==> src/shared/ol_sense_pkg.sv <==
package ol_sense_pkg;
	// ==========================================================
	// Register map (word indices, read data one cycle later)
	localparam logic [3:0] ADDR_GENERAL_CONFIG = 4'h0;
	localparam logic [3:0] ADDR_OVERCURRENT_CONFIG = 4'h1;
	localparam logic [3:0] ADDR_CHANNEL_CONFIG = 4'h2;
	localparam logic [3:0] ADDR_RETRY = 4'h3;
	localparam logic [3:0] ADDR_FAULT = 4'h4;
	localparam logic [3:0] ADDR_STATUS = 4'h5;
	// ==========================================================
	// Field positions
	localparam int SENSE_SEL0_BIT = 0;
	localparam int SENSE_SEL1_BIT = 1;
	localparam int TRACK_HOLD_BIT = 2;
	localparam int RATIO_BIT = 0;
	localparam int SLEW_FAST_BIT = 1;
	localparam int DIR_DIS_BIT = 5;
	localparam int INT_PWM_BIT = 6;
	localparam int OFFSET_POL_BIT = 8;
	// ==========================================================
	// Reset values
	localparam logic [15:0] GENERAL_CONFIG_RST = 16'h0000;
	localparam logic [15:0] OVERCURRENT_CONFIG_RST = 16'h0000;
	localparam logic [15:0] CHANNEL_CONFIG_RST = 16'h0000;
	localparam logic [15:0] RETRY_RST = 16'h0000;
	// ==========================================================
	// Open-load thresholds in mA per ratio
	localparam logic [15:0] OL_THRESH_HIGH_MA = 16'd300;
	localparam logic [15:0] OL_THRESH_LOW_MA = 16'd7;
	// ==========================================================
	// Timing
	localparam longint CLK_HZ = 200000000;
	localparam longint OL_PERIOD_MS = 150;
	localparam longint OL_PERIOD_CYC = (OL_PERIOD_MS * CLK_HZ) / 1000;
	localparam int SETTLE_NS = 100;
	localparam int SETTLE_CYC = (SETTLE_NS * 200 + 999) / 1000;
	// ==========================================================
	// Sense source codes
	typedef enum logic [1:0]
	{
		SRC_NONE = 2'b00,
		SRC_CH0 = 2'b01,
		SRC_CH1 = 2'b10,
		SRC_TEMP = 2'b11
	} sense_src_t;
	typedef enum logic [1:0]
	{
		SNS_OFF = 2'b00,
		SNS_SETTLE = 2'b01,
		SNS_VALID = 2'b10,
		SNS_HOLD = 2'b11
	} sense_state_t;
endpackage : ol_sense_pkg

==> src/rtl/ol_sense_ctrl.sv <==
// Decided for this implementation: the plain strobed port and the register addresses.
`timescale 1ns/100ps
module ol_sense_ctrl (
	input wire logic CLK,
	input wire logic RST_N,
	input wire logic [3:0] ADDR,
	input wire logic [15:0] WDATA,
	input wire logic WR,
	input wire logic RD,
	output logic [15:0] RDATA,
	input wire logic [1:0] CH_ON,
	input wire logic [15:0] LOAD0_MA,
	input wire logic [15:0] LOAD1_MA,
	input wire logic [15:0] TEMP_CODE,
	input wire logic [15:0] RAND_OFFSET,
	input wire logic OC_WINDOW,
	output logic fault_pin_n,
	output logic sense_valid_pin_alt,
	output logic [15:0] SENSE_OUT,
	output logic LOW_OC_THRESH
);
	// ==========================================================
	// Reset release and pin synchronisers
	logic rst_meta_ff;
	logic rst_ff;
	always_ff @(posedge CLK or negedge RST_N)
	begin
		if (!RST_N)
		begin
			rst_meta_ff <= 1'b0;
			rst_ff <= 1'b0;
		end
		else
		begin
			rst_meta_ff <= 1'b1;
			rst_ff <= rst_meta_ff;
		end
	end
	logic [1:0] on_s;
	logic oc_s;
	ol_sync2 #(.W(3)) u_sync (
		.clk(CLK),
		.rst_n(rst_ff),
		.d({OC_WINDOW, CH_ON}),
		.q({oc_s, on_s})
	);
	// Load, temperature and offset pins come from outside the clock domain too
	// These words are treated as quasi-static: a word that changes while it is
	// being sampled may show mixed bits for one cycle before it settles
	logic [15:0] load0_s;
	logic [15:0] load1_s;
	logic [15:0] temp_s;
	logic [15:0] roff_s;
	ol_sync2 #(.W(64)) u_sync_data (
		.clk(CLK),
		.rst_n(rst_ff),
		.d({LOAD0_MA, LOAD1_MA, TEMP_CODE, RAND_OFFSET}),
		.q({load0_s, load1_s, temp_s, roff_s})
	);
	// ==========================================================
	// Configuration registers
	logic [15:0] general_config_register_ff;
	logic [15:0] overcurrent_config_register_ff;
	logic [15:0] channel_config_register_ff [2];
	logic [15:0] retry_register_ff [2];
	wire wr_gen = WR && ADDR == ol_sense_pkg::ADDR_GENERAL_CONFIG;
	wire wr_oc = WR && ADDR == ol_sense_pkg::ADDR_OVERCURRENT_CONFIG;
	wire wr_cfg = WR && ADDR == ol_sense_pkg::ADDR_CHANNEL_CONFIG;
	wire wr_rty = WR && ADDR == ol_sense_pkg::ADDR_RETRY;
	wire fault_rd = RD && ADDR == ol_sense_pkg::ADDR_FAULT;
	wire wsel = WDATA[15];
	// Register writes; bit 15 picks channel for per-channel registers
	always_ff @(posedge CLK or negedge rst_ff)
	begin
		if (!rst_ff)
		begin
			general_config_register_ff <= ol_sense_pkg::GENERAL_CONFIG_RST;
			overcurrent_config_register_ff <= ol_sense_pkg::OVERCURRENT_CONFIG_RST;
			channel_config_register_ff[0] <= ol_sense_pkg::CHANNEL_CONFIG_RST;
			channel_config_register_ff[1] <= ol_sense_pkg::CHANNEL_CONFIG_RST;
			retry_register_ff[0] <= ol_sense_pkg::RETRY_RST;
			retry_register_ff[1] <= ol_sense_pkg::RETRY_RST;
		end
		else
		begin
			if (wr_gen)
				general_config_register_ff <= WDATA;
			if (wr_oc)
				overcurrent_config_register_ff <= WDATA;
			if (wr_cfg)
				channel_config_register_ff[wsel] <= {1'b0, WDATA[14:0]};
			if (wr_rty)
				retry_register_ff[wsel] <= {1'b0, WDATA[14:0]};
		end
	end
	wire low_ratio = overcurrent_config_register_ff[ol_sense_pkg::RATIO_BIT];
	wire track_hold = general_config_register_ff[ol_sense_pkg::TRACK_HOLD_BIT];
	// ==========================================================
	// Open-load detectors
	logic [1:0] flag;
	logic [1:0] live;
	genvar g;
	generate
		for (g = 0; g < 2; g++)
		begin : g_ch
			ol_channel u_ch (
				.clk(CLK),
				.rst_n(rst_ff),
				.on(on_s[g]),
				.load_ma(g == 0 ? load0_s : load1_s),
				.low_ratio(low_ratio),
				.slew_fast(channel_config_register_ff[g][ol_sense_pkg::SLEW_FAST_BIT]),
				.use_int_pwm(channel_config_register_ff[g][ol_sense_pkg::INT_PWM_BIT]),
				.dir_dis(channel_config_register_ff[g][ol_sense_pkg::DIR_DIS_BIT]),
				.fault_rd(fault_rd),
				.flag_ff(flag[g]),
				.fault_live_ff(live[g])
			);
		end
	endgenerate
	// ==========================================================
	// Sense source selection
	wire [1:0] sel_code = {general_config_register_ff[ol_sense_pkg::SENSE_SEL1_BIT],
		general_config_register_ff[ol_sense_pkg::SENSE_SEL0_BIT]};
	ol_sense_pkg::sense_src_t src;
	assign src = ol_sense_pkg::sense_src_t'(sel_code);
	wire src_ch = src == ol_sense_pkg::SRC_CH1;
	wire src_is_ch = src == ol_sense_pkg::SRC_CH0 || src == ol_sense_pkg::SRC_CH1;
	wire ch_on = on_s[src_ch];
	wire [15:0] ch_load = src_ch ? load1_s : load0_s;
	wire pol = retry_register_ff[src_ch][ol_sense_pkg::OFFSET_POL_BIT];
	// Offset sum wraps at 16 bits on purpose; the sense word has no carry
	wire [15:0] live_sense = pol ? 16'(ch_load + roff_s) : 16'(ch_load - roff_s);
	// ==========================================================
	// Sense state machine
	// Sync pin is low only in the valid state, so an overcurrent window forces the machine back to off at once from any state, and
	// a source change does too, except from hold with the new channel on, which goes to settle
	ol_sense_pkg::sense_state_t state_ff;
	ol_sense_pkg::sense_state_t nxt_state;
	logic [7:0] settle_ff;
	logic [15:0] hold_ff;
	logic src_d_ff;
	wire moved = src_is_ch && src_ch != src_d_ff;
	always_comb
	begin
		nxt_state = state_ff;
		case (state_ff)
			ol_sense_pkg::SNS_OFF:
				if (ch_on && src_is_ch)
					nxt_state = ol_sense_pkg::SNS_SETTLE;
			ol_sense_pkg::SNS_SETTLE:
				if (!ch_on)
					nxt_state = ol_sense_pkg::SNS_OFF;
				else if (settle_ff >= 8'(ol_sense_pkg::SETTLE_CYC))
					nxt_state = ol_sense_pkg::SNS_VALID;
			ol_sense_pkg::SNS_VALID:
				if (!ch_on)
					nxt_state = track_hold ? ol_sense_pkg::SNS_HOLD
						: ol_sense_pkg::SNS_OFF;
			ol_sense_pkg::SNS_HOLD:
				if (ch_on)
					nxt_state = ol_sense_pkg::SNS_SETTLE;
				else if (moved || !track_hold)
					nxt_state = ol_sense_pkg::SNS_OFF;
			default:
				nxt_state = ol_sense_pkg::SNS_OFF;
		endcase
		if (oc_s || !src_is_ch || (moved && state_ff != ol_sense_pkg::SNS_HOLD))
			nxt_state = ol_sense_pkg::SNS_OFF;
	end
	// State, settle count and sample taken with polarity of on-period
	always_ff @(posedge CLK or negedge rst_ff)
	begin
		if (!rst_ff)
		begin
			state_ff <= ol_sense_pkg::SNS_OFF;
			settle_ff <= 8'h00;
			hold_ff <= 16'h0000;
			src_d_ff <= 1'b0;
		end
		else
		begin
			state_ff <= nxt_state;
			src_d_ff <= src_ch;
			settle_ff <= (state_ff == ol_sense_pkg::SNS_SETTLE) ? settle_ff + 8'h01 : 8'h00;
			if (ch_on && state_ff == ol_sense_pkg::SNS_VALID)
				hold_ff <= live_sense;
		end
	end
	// ==========================================================
	// Outputs and read port
	logic [15:0] nxt_rdata;
	always_comb
	begin
		case (ADDR)
			ol_sense_pkg::ADDR_GENERAL_CONFIG: nxt_rdata = general_config_register_ff;
			ol_sense_pkg::ADDR_OVERCURRENT_CONFIG: nxt_rdata = overcurrent_config_register_ff;
			ol_sense_pkg::ADDR_CHANNEL_CONFIG: nxt_rdata = channel_config_register_ff[0];
			ol_sense_pkg::ADDR_RETRY: nxt_rdata = retry_register_ff[0];
			ol_sense_pkg::ADDR_FAULT: nxt_rdata = {14'h0000, flag};
			ol_sense_pkg::ADDR_STATUS: nxt_rdata = {12'h000, live, on_s};
			default: nxt_rdata = 16'h0000;
		endcase
	end
	always_ff @(posedge CLK or negedge rst_ff)
	begin
		if (!rst_ff)
		begin
			RDATA <= 16'h0000;
			fault_pin_n <= 1'b1;
			sense_valid_pin_alt <= 1'b1;
			SENSE_OUT <= 16'h0000;
			LOW_OC_THRESH <= 1'b0;
		end
		else
		begin
			RDATA <= RD ? nxt_rdata : 16'h0000;
			fault_pin_n <= ~|live;
			sense_valid_pin_alt <= !(nxt_state == ol_sense_pkg::SNS_VALID);
			LOW_OC_THRESH <= low_ratio;
			if (src == ol_sense_pkg::SRC_TEMP && !oc_s)
				SENSE_OUT <= temp_s;
			else if (nxt_state == ol_sense_pkg::SNS_VALID)
				SENSE_OUT <= live_sense;
			else if (nxt_state == ol_sense_pkg::SNS_HOLD)
				SENSE_OUT <= hold_ff;
			else
				SENSE_OUT <= 16'h0000;
		end
	end
endmodule : ol_sense_ctrl

==> src/rtl/ol_sync2.sv <==
`timescale 1ns/100ps
// ==========================================================
// Two-stage synchroniser for pin inputs
module ol_sync2 #(
	parameter int W = 1
)(
	input wire logic clk,
	input wire logic rst_n,
	input wire logic [W-1:0] d,
	output logic [W-1:0] q
);
	logic [W-1:0] meta_ff;
	// First stage feeds only the second
	always_ff @(posedge clk or negedge rst_n)
	begin
		if (!rst_n)
		begin
			meta_ff <= '0;
			q <= '0;
		end
		else
		begin
			meta_ff <= d;
			q <= meta_ff;
		end
	end
endmodule : ol_sync2

==> src/rtl/ol_channel.sv <==
`timescale 1ns/100ps
// ==========================================================
// Per-channel on-state open-load detection and flag
module ol_channel (
	input wire logic clk,
	input wire logic rst_n,
	input wire logic on,
	input wire logic [15:0] load_ma,
	input wire logic low_ratio,
	input wire logic slew_fast,
	input wire logic use_int_pwm,
	input wire logic dir_dis,
	input wire logic fault_rd,
	output logic flag_ff,
	output logic fault_live_ff
);
	logic on_d_ff;
	logic [31:0] period_ff;
	logic checked_ok_ff;
	logic [31:0] nxt_period;
	wire turn_off = on_d_ff && !on;
	wire [15:0] thresh = low_ratio ? ol_sense_pkg::OL_THRESH_LOW_MA
		: ol_sense_pkg::OL_THRESH_HIGH_MA;
	wire below = load_ma < thresh;
	wire period_done = period_ff >= 32'(ol_sense_pkg::OL_PERIOD_CYC);
	// Low ratio: modulator checks at first on cycle after period, which at full duty is as soon as due
	wire int_mode = use_int_pwm || dir_dis;
	wire low_check = low_ratio && slew_fast && (int_mode ? (period_done && (turn_off
		|| on)) : turn_off);
	wire high_check = !low_ratio && on;
	wire check = high_check || low_check;
	wire fault_now = check && below;
	wire cause_gone = !below;
	// High ratio clears off-state or once cause gone; low ratio after good check
	wire clr = fault_rd && (low_ratio ? checked_ok_ff
		: (!on || cause_gone));
	assign nxt_period = low_check ? 32'h00000000 : period_ff + 32'h00000001;
	// Period counter, saturating
	always_ff @(posedge clk or negedge rst_n)
	begin
		if (!rst_n)
			period_ff <= 32'h00000000;
		else if (low_check || !period_done)
			period_ff <= nxt_period;
	end
	// Flag sets over clear; live fault follows detection
	always_ff @(posedge clk or negedge rst_n)
	begin
		if (!rst_n)
		begin
			on_d_ff <= 1'b0;
			flag_ff <= 1'b0;
			fault_live_ff <= 1'b0;
			checked_ok_ff <= 1'b0;
		end
		else
		begin
			on_d_ff <= on;
			if (fault_now)
				flag_ff <= 1'b1;
			else if (clr)
				flag_ff <= 1'b0;
			if (fault_now)
				fault_live_ff <= 1'b1;
			else if ((check && cause_gone) || !on)
				fault_live_ff <= 1'b0;
			if (check)
				checked_ok_ff <= cause_gone;
			else if (fault_rd)
				checked_ok_ff <= 1'b0;
		end
	end
endmodule : ol_channel

==> config.mk <==
export PLATFORM = sky130hd
export DESIGN_NAME = ol_sense_ctrl
export DESIGN_NICKNAME = d
export VERILOG_FILES = /design/src/shared/ol_sense_pkg.sv /design/src/rtl/ol_sense_ctrl.sv /design/src/rtl/ol_sync2.sv /design/src/rtl/ol_channel.sv
export SDC_FILE = /design/constraint.sdc
export NUM_CORES = 1
export LEC_CHECK = 0
export ABC_AREA = 1
export BUFFER_PORTS_ARGS = -buffer_cell sky130_fd_sc_hd__buf_2
export CORE_MARGIN = 1
export CORE_UTILIZATION = 60
export DETAILED_ROUTE_END_ITERATION = 7
export HOLD_SLACK_MARGIN = 0.08
export PLACE_DENSITY = 0.79
export SYNTH_ARGS = -nofsm -noshare
export SYNTH_HDL_FRONTEND = slang
export SYNTH_SLANG_ARGS = --single-unit
==> constraint.sdc <==
create_clock -name CLK -period 14.13 [get_ports CLK]
set_input_delay 1.413 -clock CLK [delete_from_list [all_inputs] [get_ports CLK]]
set_output_delay 1.413 -clock CLK [all_outputs]
set_load 0.02 [all_outputs]
==> metrics, run 1 <==
status finished, final reports clean; CP cell instances inv_1, ha_1, inv_2, nand2_1, and2_1, inv_1, a21oi_1, xnor2_1, inv_1, ha_1, a21oi_1, nand2_1, a21oi_1, nand2_1, nand2_1, nand2_1, nand2_1, nand2_1, nand2_1, nand2_1; Layout area overhead 14.2%; postcts setup bufs 0; Clock transition at path regs 0.06 ns; vias in the first global route 11,300; sequential share of the synthesized area 57.0%; die area 25,200 um^2; initial antenna violation count 0; Hold Vio Cnt, Final 0; DRC 0; actual transition at the worst max-transition pin 1.11 ns; total track usage 27.0%; Clock Sinks 336; Tmin final 4.07 ns; worst reg2reg setup slack 10.06 ns; Critical R2R Capture SENSE_OUT[14]; CTS resizes 0; Peak VDD IR 135 uV; #FFs+latches synth 336; synthesized area 14,800 um^2; Pleak 8.69 nW; post-synth cell types 41; largest net degree at the start of global routing 190; Pwr Density 150 nW/um^2; DP Area 15,600 um^2; WP buf/inv 4; HP Start u_sync_data.meta_ff[43]; I/O Pins 126; Synthesized Nets 1,827; Initial Util 60.8%; Top delay family on crit path simple AND/OR/NAND/NOR gates; critical path arrival 4.48 ns; Slew HR 25.6%; root buffer cell clkbuf_16; TritonCTS clock tree done; fin nets 1,948; grt ovf 0; HPWL after DPL 22.5 mm; Min-Delay Endpoint u_sync_data.q[43]; FF-to-FF path depth 20; highest clock rate 246 MHz; FILL cells 1,878; Crit. Startpoint general_config_register_ff[0]; Inserted Diodes 0; CP Launch Type register; Final Core Density 69.5%; Clock Path Buffers 3; commonest non-fill, non-tap cells in the layout nand2_1, dfrtp_1, inv_1; Avg Synthesized Cell Area 8.66 um^2; Ys Warns 0; Synth top area share 56.6%; total CTS buffers 35; core area 24,200 um^2; cell area after layout 16,800 um^2; Setup Skew 0.0255 ns; floorplan die width 159 um; H-tree Lvls 2; slowest stage delay, CP 0.66 ns; GP Congestion 0.923; Tightest Hold Check Type register to register; area leader, netlist dfrtp_1; max_cap viols 0; largest fanout on the critical path 24; I/O Buffers 125; critical path class register to register; Iter 0 DRT Violations 966; most used cell, CP nand2_1; length of the first detailed-routing pass in iterations 5; Synth Instances 1,703; via count 11,600; Hold Path Depth 0; unrepaired setup endpoints after global routing false; first-pass GRT wire length 54.9 mm; fin crit share 28.8%; Worst R2R Start general_config_register_ff[0]; top cells by area, synth dfrtp_1, nand2_1, inv_1; DRT antenna net count 0; hold buffers post-CTS 0; later-pin clock latency in the skew report 0.54 ns; WL/cell 15.3 um; Worst EP required 14.54 ns; share of post-route cells with drive strength above 1 11.4%; commonest non-fill, non-tap cell in the layout nand2_1; Via density 5.33; Setup violations, final 0; die height 159 um; Max stage delay cell, worst path ha_1; Setup TNS 0 ns; total wire length 33.2 mm; final slew viol count 0; Rows 57; CP Capture Type register
-- cells by family after synthesis --
group	Yosys count	synth area share, %
compound gates	181	6.95
flops	336	57.0
other cells	1	0.0254
simple gates	883	24.8
fa+ha+maj	33	2.85
buf+inv	231	6.12
xor+xnor	38	2.26
-- worst max-delay path by stage --
stage	slack, ns	endpoint	depth (start not counted)
2_1_floorplan	4.08	LOW_OC_THRESH	0
3_3_place_gp	10.23	SENSE_OUT[14]	20
3_5_place_dp	10.12	SENSE_OUT[14]	20
4_1_cts	10.02	SENSE_OUT[14]	20
5_1_grt	9.52	SENSE_OUT[11]	21
6_report	10.06	SENSE_OUT[14]	20
-- cell usage after synthesis --
cell type and number:
nand4_1 29, a21oi_1 27, o22ai_1 1, xnor2_1 4, a31oi_1 10, clkinv_1 2
nand3b_1 8, dfrtp_1 334, clkbuf_1 23, nand2_1 533, o21bai_1 1, nand2_2 3
conb_1 1, buf_2 17, o21ai_1 2, inv_1 177, inv_2 8, nand3_2 1
fa_1 1, or2_2 4, nand2_4 1, nor4_1 1, ha_1 32, xor2_1 34
buf_1 2, and2_1 2, a22o_1 9, nor2_1 162, o211ai_1 1, nor3_1 35
o21ai_0 110, nor2_4 3, dfstp_2 2, nor2_2 1, a21o_1 2, a211oi_1 2
buf_6 2, nand3_1 97, nor3b_1 3, o31ai_1 2, a221oi_1 14
-- flip-flops by register name, indices dropped and copies added, names as in the netlist, 3 cells and up --
| name | cells |
|---|---|
| overcurrent_config_register_ff | 16 |
| u_sync_data.meta_ff | 64 |
| retry_register_ff | 16 |
| u_sync.q | 3 |
| general_config_register_ff | 16 |
| channel_config_register_ff | 18 |
| RDATA | 16 |
| u_sync_data.q | 64 |
| hold_ff | 16 |
| g_ch.u_ch.period_ff | 64 |
| SENSE_OUT | 16 |
| u_sync.meta_ff | 3 |
| settle_ff | 8 |
-- per-layer routing --
metal	GRT usage [%]	wire [um]
met2	44.1	15900
met5	0	0
met4	9.14	746
met3	3.76	1830
met1	37.2	14700
-- power breakdown --
group          switching, mW  internal, mW
Clock                  0.392         0.565
Combinational          0.284         0.146
Sequential            0.0776          1.06
-- metrics by stage --
stage	hold WS, ns	power (mW)	setup slack (ns)	std cells
final	0.344	2.53	10.06	2173
after detailed placement	0.335	1.58	10.12	2111
after global routing	0.351	2.65	9.52	2173
after floorplan	0.331	1.45	4.08	1703
after global placement	0.332	1.56	10.23	2111
after CTS	0.348	2.54	10.02	2173
-- layout make-up --
type                       instances  area, um^2  area share [%]
sequential                       336        8410            50.0
timing repair buffer             128         661            3.92
clock inverter                    19         264            1.57
clock buffer                      43         956            5.68
tap                              324         405            2.41
multi-input combinational       1136        5440            32.3
inverter                         187         702            4.17
No activity file was read; power rests on OpenSTA's default activity.
==> run 2, diff against run 1 <==
--- a/config.mk
+++ b/config.mk
@@ -5,13 +5,13 @@
 export SDC_FILE = /design/constraint.sdc
 export NUM_CORES = 1
 export LEC_CHECK = 0
-export ABC_AREA = 1
+export ABC_AREA = 0
 export BUFFER_PORTS_ARGS = -buffer_cell sky130_fd_sc_hd__buf_2
 export CORE_MARGIN = 1
-export CORE_UTILIZATION = 60
+export CORE_UTILIZATION = 59
 export DETAILED_ROUTE_END_ITERATION = 7
 export HOLD_SLACK_MARGIN = 0.08
-export PLACE_DENSITY = 0.79
+export PLACE_DENSITY = 0.78
 export SYNTH_ARGS = -nofsm -noshare
 export SYNTH_HDL_FRONTEND = slang
 export SYNTH_SLANG_ARGS = --single-unit
==> constraint.sdc (replaced) <==
create_clock -name CLK -period 4.1 [get_ports CLK]
set_input_delay 0.41 -clock CLK [delete_from_list [all_inputs] [get_ports CLK]]
set_output_delay 0.41 -clock CLK [all_outputs]
set_load 0.02 [all_outputs]
==> metrics, run 2 <==
later-pin clock latency in the skew report 0.53 ns (was 0.54 ns); GP Congestion 0.937 (was 0.923); actual transition at the worst max-transition pin 1.01 ns (was 1.11 ns); commonest non-fill, non-tap cell in the layout dfrtp_1 (was nand2_1); die area 23,600 um^2 (was 25,200 um^2); FILL cells 1,465 (was 1,878); DRT antenna net count 0 (unchanged); Rows 55 (was 57); Async S/R FF share, synth 100% (unchanged); Synth top area share 61.5% (was 56.6%); max_cap viols 0 (unchanged); Hold Path Depth 2 (was 0); fin crit share 92.5% (was 28.8%); share of post-route cells with drive strength above 1 23.0% (was 11.4%); WL/cell 18.5 um (was 15.3 um); largest net degree at the start of global routing 77 (was 190); top cells by area, synth dfrtp_1, mux2_2, xor2_1 (was dfrtp_1, nand2_1, inv_1); unrepaired setup endpoints after global routing false (unchanged); Synthesized Nets 1,222 (was 1,827); multi-input logic area 4910 um^2 (was 5440 um^2); TritonCTS clock tree done (unchanged); Worst EP required 4.48 ns (was 14.54 ns); largest fanout on the critical path 15 (was 24); FF-to-FF path depth 12 (was 20); Tot Pwr 9.16 mW (was 2.53 mW); total CTS buffers 35 (unchanged); end of the critical path hold_ff[14] (was SENSE_OUT[14]); total track usage 26.6% (was 27.0%); area leader, netlist dfrtp_1 (unchanged); Synth Instances 1,098 (was 1,703); Slew HR 32.6% (was 25.6%); worst reg2reg setup slack 0.31 ns (was 10.06 ns); Clock Sinks 336 (unchanged); root buffer cell clkbuf_16 (unchanged); DRC 0 (unchanged); Avg Synthesized Cell Area 12.4 um^2 (was 8.66 um^2); Clock transition at path regs 0.07 ns (was 0.06 ns); floorplan die width 154 um (was 159 um); cell internal pwr 6.52 mW (was 1.77 mW); Pleak 7.62 nW (was 8.69 nW); CP Capture Type register (unchanged); final slew viol count 0 (unchanged); commonest non-fill, non-tap cells in the layout dfrtp_1, buf_2, nand2_1 (was nand2_1, dfrtp_1, inv_1); Critical R2R Capture hold_ff[14] (was SENSE_OUT[14]); Initial Util 60.0% (was 60.8%); Worst R2R Start general_config_register_ff[0] (unchanged); Crit. Startpoint general_config_register_ff[0] (unchanged); Setup TNS 0 ns (unchanged); Peak VDD IR 429 uV (was 135 uV); first-pass GRT wire length 49.4 mm (was 54.9 mm); #FFs+latches synth 336 (unchanged); grt ovf 0 (unchanged); top_reg_cell synth dfrtp_1 (unchanged); CTS resizes 0 (unchanged); Comb power frac 18.9% (was 17.0%); P_sw 2.64 mW (was 0.753 mW); I/O Buffers 125 (unchanged); Tmin final 3.79 ns (was 4.07 ns); H-tree Lvls 2 (unchanged); core area 22,600 um^2 (was 24,200 um^2); status finished, final reports clean (unchanged); critical path class register to register (unchanged); post-synth cell types 70 (was 41); Inserted Diodes 0 (unchanged); postcts setup bufs 0 (unchanged); initial antenna violation count 1 (was 0); clock power share 35.6% (was 37.8%); HPWL after DPL 18.5 mm (was 22.5 mm); I/O Pins 126 (unchanged); Hold Vio Cnt, Final 0 (unchanged); Clock Path Buffers 3 (unchanged); Via density 5.68 (was 5.33); Ys Warns 0 (unchanged); Flop pwr share 45.5% (was 45.1%); Iter 0 DRT Violations 740 (was 966); sequential share of the synthesized area 61.9% (was 57.0%); Layout area overhead 20.9% (was 14.2%); fin nets 1,428 (was 1,948); length of the first detailed-routing pass in iterations 8 (was 5); highest clock rate 264 MHz (was 246 MHz); vias in the first global route 9,730 (was 11,300); Setup violations, final 0 (unchanged); critical path arrival 4.17 ns (was 4.48 ns); synthesized area 13,600 um^2 (was 14,800 um^2); Setup Skew 0.0289 ns (was 0.0255 ns); total wire length 29.9 mm (was 33.2 mm); count leader, synth dfrtp_1 (was nand2_1); CP Launch Type register (unchanged); number of enable flip-flop cells after synthesis 0 (unchanged); HP Start WDATA[10] (was u_sync_data.meta_ff[43]); die height 154 um (was 159 um); synth cell count leaders dfrtp_1, nand2_1, nor2_1 (was nand2_1, dfrtp_1, inv_1); Pwr Density 557 nW/um^2 (was 150 nW/um^2); Tightest Hold Check Type input pin to register (was register to register); storage element area 8410 um^2 (unchanged); Switching Share 28.8% (was 29.8%); top flop regs g_ch.u_ch.period_ff: 64 flops, u_sync_data.meta_ff: 64 flops, u_sync_data.q: 64 flops (unchanged); via count 9,181 (was 11,600)
[run 2: cell count changes after synthesis, sizes merged, moves of 19 or more]
| cell | change |
|---|---|
| nor3 | -19 |
| o21ai | -77 |
| nand2 | -436 |
| a21oi | +20 |
| mux2 | +85 |
| xnor2 | +23 |
| inv | -159 |
| nand3 | -71 |
| nor2 | -77 |
[run 2: cell type report]
type,instances,area share [%]
clock buffers,45,5.93
clock inverters,19,1.36
inverters,26,0.594
multi-input cells,697,29.9
flip-flops and latches,336,51.2
well taps,285,2.17
repair buffers,208,8.86
[run 2: metal layers]
metal | vias up | part of all wire (%) | routed length [um] | global-route usage, %
li1 | 4261 | - | - | -
met1 | 4575 | 41 | 12300 | 34.2
met2 | 272 | 50 | 15000 | 45.3
met3 | 71 | 5.0 | 1510 | 4.28
met4 | 2 | 3.4 | 1030 | 10.7
met5 | - | 0.037 | 11 | 0
[run 2: worst min path at each step]
| stage | end | slack [ns] |
|---|---|---|
| final | overcurrent_config_register_ff[10] | 0.15 |
| after global placement | rst_meta_ff | 0.20 |
| after detailed placement | rst_meta_ff | 0.20 |
| after floorplan | rst_meta_ff | 0.11 |
| after global routing | overcurrent_config_register_ff[10] | 0.16 |
| after CTS | overcurrent_config_register_ff[10] | 0.14 |
[run 2: power groups by stage]
stage          logic [mW]  clock network [mW]  registers, mW
6_report             1.73                3.26           4.17
5_1_grt              1.93                3.43           4.23
4_1_cts              1.71                3.29           4.16
3_5_place_dp         1.65                   0           4.21
3_3_place_gp         1.59                   0           4.19
2_1_floorplan        1.25                   0           4.15
[run 2: what timing repair did]
action / 4_1_cts / 5_1_grt
hold buffers: 68 / 0
endpoints found under the setup margin: 0 / 0
endpoints found under the hold margin: 69 / 0
[run 2: cells by family (layout without fill, tap and decap cells)]
group | count (synthesis) | after routing | share of synthesized area (%)
flops | 336 | 336 | 61.9
simple gates | 330 | 330 | 12.0
compound gates | 158 | 158 | 7.99
mux | 99 | 99 | 8.07
xor+xnor | 76 | 76 | 4.90
buf+inv | 65 | 298 | 2.04
fa+ha+maj | 33 | 33 | 3.09
other cells | 1 | 1 | 0.0276
[run 2: stage by stage]
stage,hold WS [ns],instances,cell area (um^2),util (%),worst slack [ns]
2_1_floorplan,0.114,1098,13600,-,0.430
3_3_place_gp,0.197,1484,14600,64.3,0.530
3_5_place_dp,0.198,1484,14600,64.3,0.427
4_1_cts,0.139,1616,16400,72.6,0.394
5_1_grt,0.158,1616,16400,72.6,0.154
6_report,0.148,1616,16400,72.6,0.309
[run 2: critical path: stages, from the launching register on]
cell	delay, ns
dfrtp_1	0.41
inv_1	0.07
ha_1	0.22
mux2_2	0.43
mux2_2	0.41
fa_1	0.44
a21o_1	0.23
a221oi_2	0.37
nor4b_2	0.13
o41ai_4	0.38
mux2i_1	0.29
xnor2_1	0.18
o21ai_1	0.10
==> run 3, diff against run 2 <==
--- a/config.mk
+++ b/config.mk
@@ -5,13 +5,13 @@
 export SDC_FILE = /design/constraint.sdc
 export NUM_CORES = 1
 export LEC_CHECK = 0
-export ABC_AREA = 0
+export ABC_AREA = 1
 export BUFFER_PORTS_ARGS = -buffer_cell sky130_fd_sc_hd__buf_2
 export CORE_MARGIN = 1
-export CORE_UTILIZATION = 59
+export CORE_UTILIZATION = 60
 export DETAILED_ROUTE_END_ITERATION = 7
 export HOLD_SLACK_MARGIN = 0.08
-export PLACE_DENSITY = 0.78
+export PLACE_DENSITY = 0.79
 export SYNTH_ARGS = -nofsm -noshare
 export SYNTH_HDL_FRONTEND = slang
 export SYNTH_SLANG_ARGS = --single-unit
==> metrics, run 3 (same netlist as run 1, synthesis figures left out) <==
status finished, final reports clean (unchanged); HPWL after DPL 22.5 mm (was 18.5 mm); Inserted Diodes 0 (unchanged); later-pin clock latency in the skew report 0.52 ns (was 0.53 ns); commonest non-fill, non-tap cells in the layout nand2_1, dfrtp_1, inv_1 (was dfrtp_1, buf_2, nand2_1); Via density 5.27 (was 5.68); max_cap viols 0 (unchanged); first-pass GRT wire length 58.4 mm (was 49.4 mm); length of the first detailed-routing pass in iterations 5 (was 8); Setup violations, final 0 (unchanged); via count 11,900 (was 9,181); PnR worst setup slack 0.638 ns (was 0.309 ns); Peak VDD IR 374 uV (was 429 uV); floorplan die width 159 um (was 154 um); Pleak 9.00 nW (was 7.62 nW); most used cell, CP nand2_1 (was mux2_2); multi-input logic area 5440 um^2 (was 4910 um^2); Clock Sinks 336 (unchanged); top flop regs g_ch.u_ch.period_ff: 64 flops, u_sync_data.meta_ff: 64 flops, u_sync_data.q: 64 flops (unchanged); I/O Buffers 125 (unchanged); total CTS buffers 35 (unchanged); Setup Skew 0.0256 ns (was 0.0289 ns); share of post-route cells with drive strength above 1 11.1% (was 23.0%); Pwr Density 493 nW/um^2 (was 557 nW/um^2); critical path arrival 3.85 ns (was 4.17 ns); initial antenna violation count 0 (was 1); vias in the first global route 11,900 (was 9,730); fin crit share 84.4% (was 92.5%); Max stage delay cell, worst path dfrtp_1 (was fa_1); storage element area 8410 um^2 (unchanged); Setup TNS 0 ns (unchanged); Worst EP required 4.49 ns (was 4.48 ns); commonest non-fill, non-tap cell in the layout nand2_1 (was dfrtp_1); fin nets 2,023 (was 1,428); Clock Path Buffers 3 (unchanged); Layout area overhead 18.7% (was 20.9%); postcts setup bufs 0 (unchanged); core area 24,200 um^2 (was 22,600 um^2); highest clock rate 289 MHz (was 264 MHz); CP cell instances inv_1, ha_1, inv_2, nand2_1, and2_1, inv_1, a21oi_1, xnor2_1, inv_1, ha_1, a21oi_1, nand2_1, a21oi_1, nand2_1, nand2_1, nand2_1, nand2_1, nand2_1, nand2_1, nand2_1 (was inv_1, ha_1, mux2_2, mux2_2, fa_1, a21o_1, a221oi_2, nor4b_2, o41ai_4, mux2i_1, xnor2_1, o21ai_1); CP Capture Type register (unchanged); H-tree Lvls 2 (unchanged); Hold Vio Cnt, Final 0 (unchanged); DP Area 15,700 um^2 (was 14,600 um^2); DRC 0 (unchanged); Tightest Hold Check Type input pin to register (unchanged); Clock transition at path regs 0.06 ns (was 0.07 ns); I/O Pins 126 (unchanged); Tmin final 3.46 ns (was 3.79 ns); critical path class register to register (unchanged); total wire length 35.1 mm (was 29.9 mm); Iter 0 DRT Violations 897 (was 740); WP buf/inv 4 (was 1); final slew viol count 0 (unchanged); Top delay family on crit path simple AND/OR/NAND/NOR gates (was multiplexers); die area 25,200 um^2 (was 23,600 um^2); largest net degree at the start of global routing 144 (was 77); total track usage 28.8% (was 26.6%); Setup WS pre-CTS 0.716 ns (was 0.427 ns); TritonCTS clock tree done (unchanged); slowest stage delay, CP 0.41 ns (was 0.44 ns); largest fanout on the critical path 18 (was 15); Rows 57 (was 55); Initial Util 60.8% (was 60.0%); unrepaired setup endpoints after global routing false (unchanged); grt ovf 0 (unchanged); die height 159 um (was 154 um); GP Congestion 0.933 (was 0.937); Slew HR 33.5% (was 32.6%); CP Launch Type register (unchanged); root buffer cell clkbuf_16 (unchanged); WL/cell 15.6 um (was 18.5 um); cell area after layout 17,500 um^2 (was 16,400 um^2); actual transition at the worst max-transition pin 0.995 ns (was 1.01 ns); FILL cells 1,752 (was 1,465); DRT antenna net count 0 (unchanged)
-- run 3: cell types whose count changed in the layout (fill, tap and decap cells not counted), moves of 13 or more --
cell	previous run	this run
xnor2_1	27	4
xor2_1	49	34
nor2b_1	15	0
nand2_1	101	533
mux2i_1	14	0
mux2_2	83	0
a222oi_1	13	0
nor2_1	87	162
o21ai_0	21	110
a21oi_1	46	27
nor3_1	13	35
nand3_1	26	97
inv_1	26	177
-- run 3: final timing paths --
check / startpoint / to / slack, ns / cells past startpoint
hold reg to reg: u_sync_data.meta_ff[60] / u_sync_data.q[60] / 0.35 / 0
hold / removal: WDATA[10] / channel_config_register_ff[26] / 0.19 / 3
setup reg to reg: general_config_register_ff[0] / SENSE_OUT[14] / 0.64 / 20
max in group asynchronous: rst_ff / g_ch[0].u_ch.period_ff[8] / 2.49 / 1
min in group asynchronous: RST_N / rst_ff / 0.27 / 2
setup / recovery: general_config_register_ff[0] / SENSE_OUT[14] / 0.64 / 20
-- run 3: routing by layer --
layer	up-vias	wire (um)	share of wire, %	global-route usage [%]
met3	60	1890	5.4	4.55
met1	5664	15300	44	38.6
met5	-	0	0	0
met2	327	17200	49	48.8
met4	0	723	2.1	7.99
li1	5800	-	-	-
-- run 3: final cells by class --
| class | instances | area share, % |
|---|---|---|
| multi-input cells | 1136 | 31.1 |
| well taps | 324 | 2.31 |
| inverters | 187 | 4.01 |
| repair buffers | 203 | 8.03 |
| clock inverters | 13 | 0.765 |
| clock buffers | 49 | 5.77 |
| flip-flops and latches | 336 | 48.0 |
-- run 3: timing repair --
action,4_1_cts,5_1_grt
endpoints found under the hold margin,69,0
hold buffers,68,0
gates resized for setup,0,0
-- run 3: worst reg2reg max path, cell delays in order (launching register included) --
cell     delay, ns
dfrtp_1       0.41
inv_1         0.09
ha_1          0.30
inv_2         0.19
nand2_1       0.08
and2_1        0.39
inv_1         0.19
a21oi_1       0.18
xnor2_1       0.14
inv_1         0.06
ha_1          0.35
a21oi_1       0.25
nand2_1       0.10
a21oi_1       0.18
nand2_1       0.07
nand2_1       0.08
nand2_1       0.05
nand2_1       0.05
nand2_1       0.05
nand2_1       0.05
nand2_1       0.06
-- run 3: report_power, final --
part / internal (mW) / switching [mW] / leakage (nW)
clock network: 1.85 / 1.28 / 0.571
registers: 3.66 / 0.267 / 4.18
logic: 0.553 / 1.00 / 4.25
-- run 3: stage by stage --
| stage | power [mW] | hold slack [ns] | std cells | util [%] |
|---|---|---|---|---|
| floorplan | 5.00 | 0.114 | 1703 | - |
| global placement | 5.39 | 0.197 | 2118 | 64.7 |
| detailed placement | 5.45 | 0.197 | 2118 | 64.7 |
| CTS | 8.64 | 0.182 | 2248 | 72.2 |
| global route | 9.06 | 0.203 | 2248 | 72.2 |
| finish | 8.63 | 0.188 | 2248 | 72.2 |
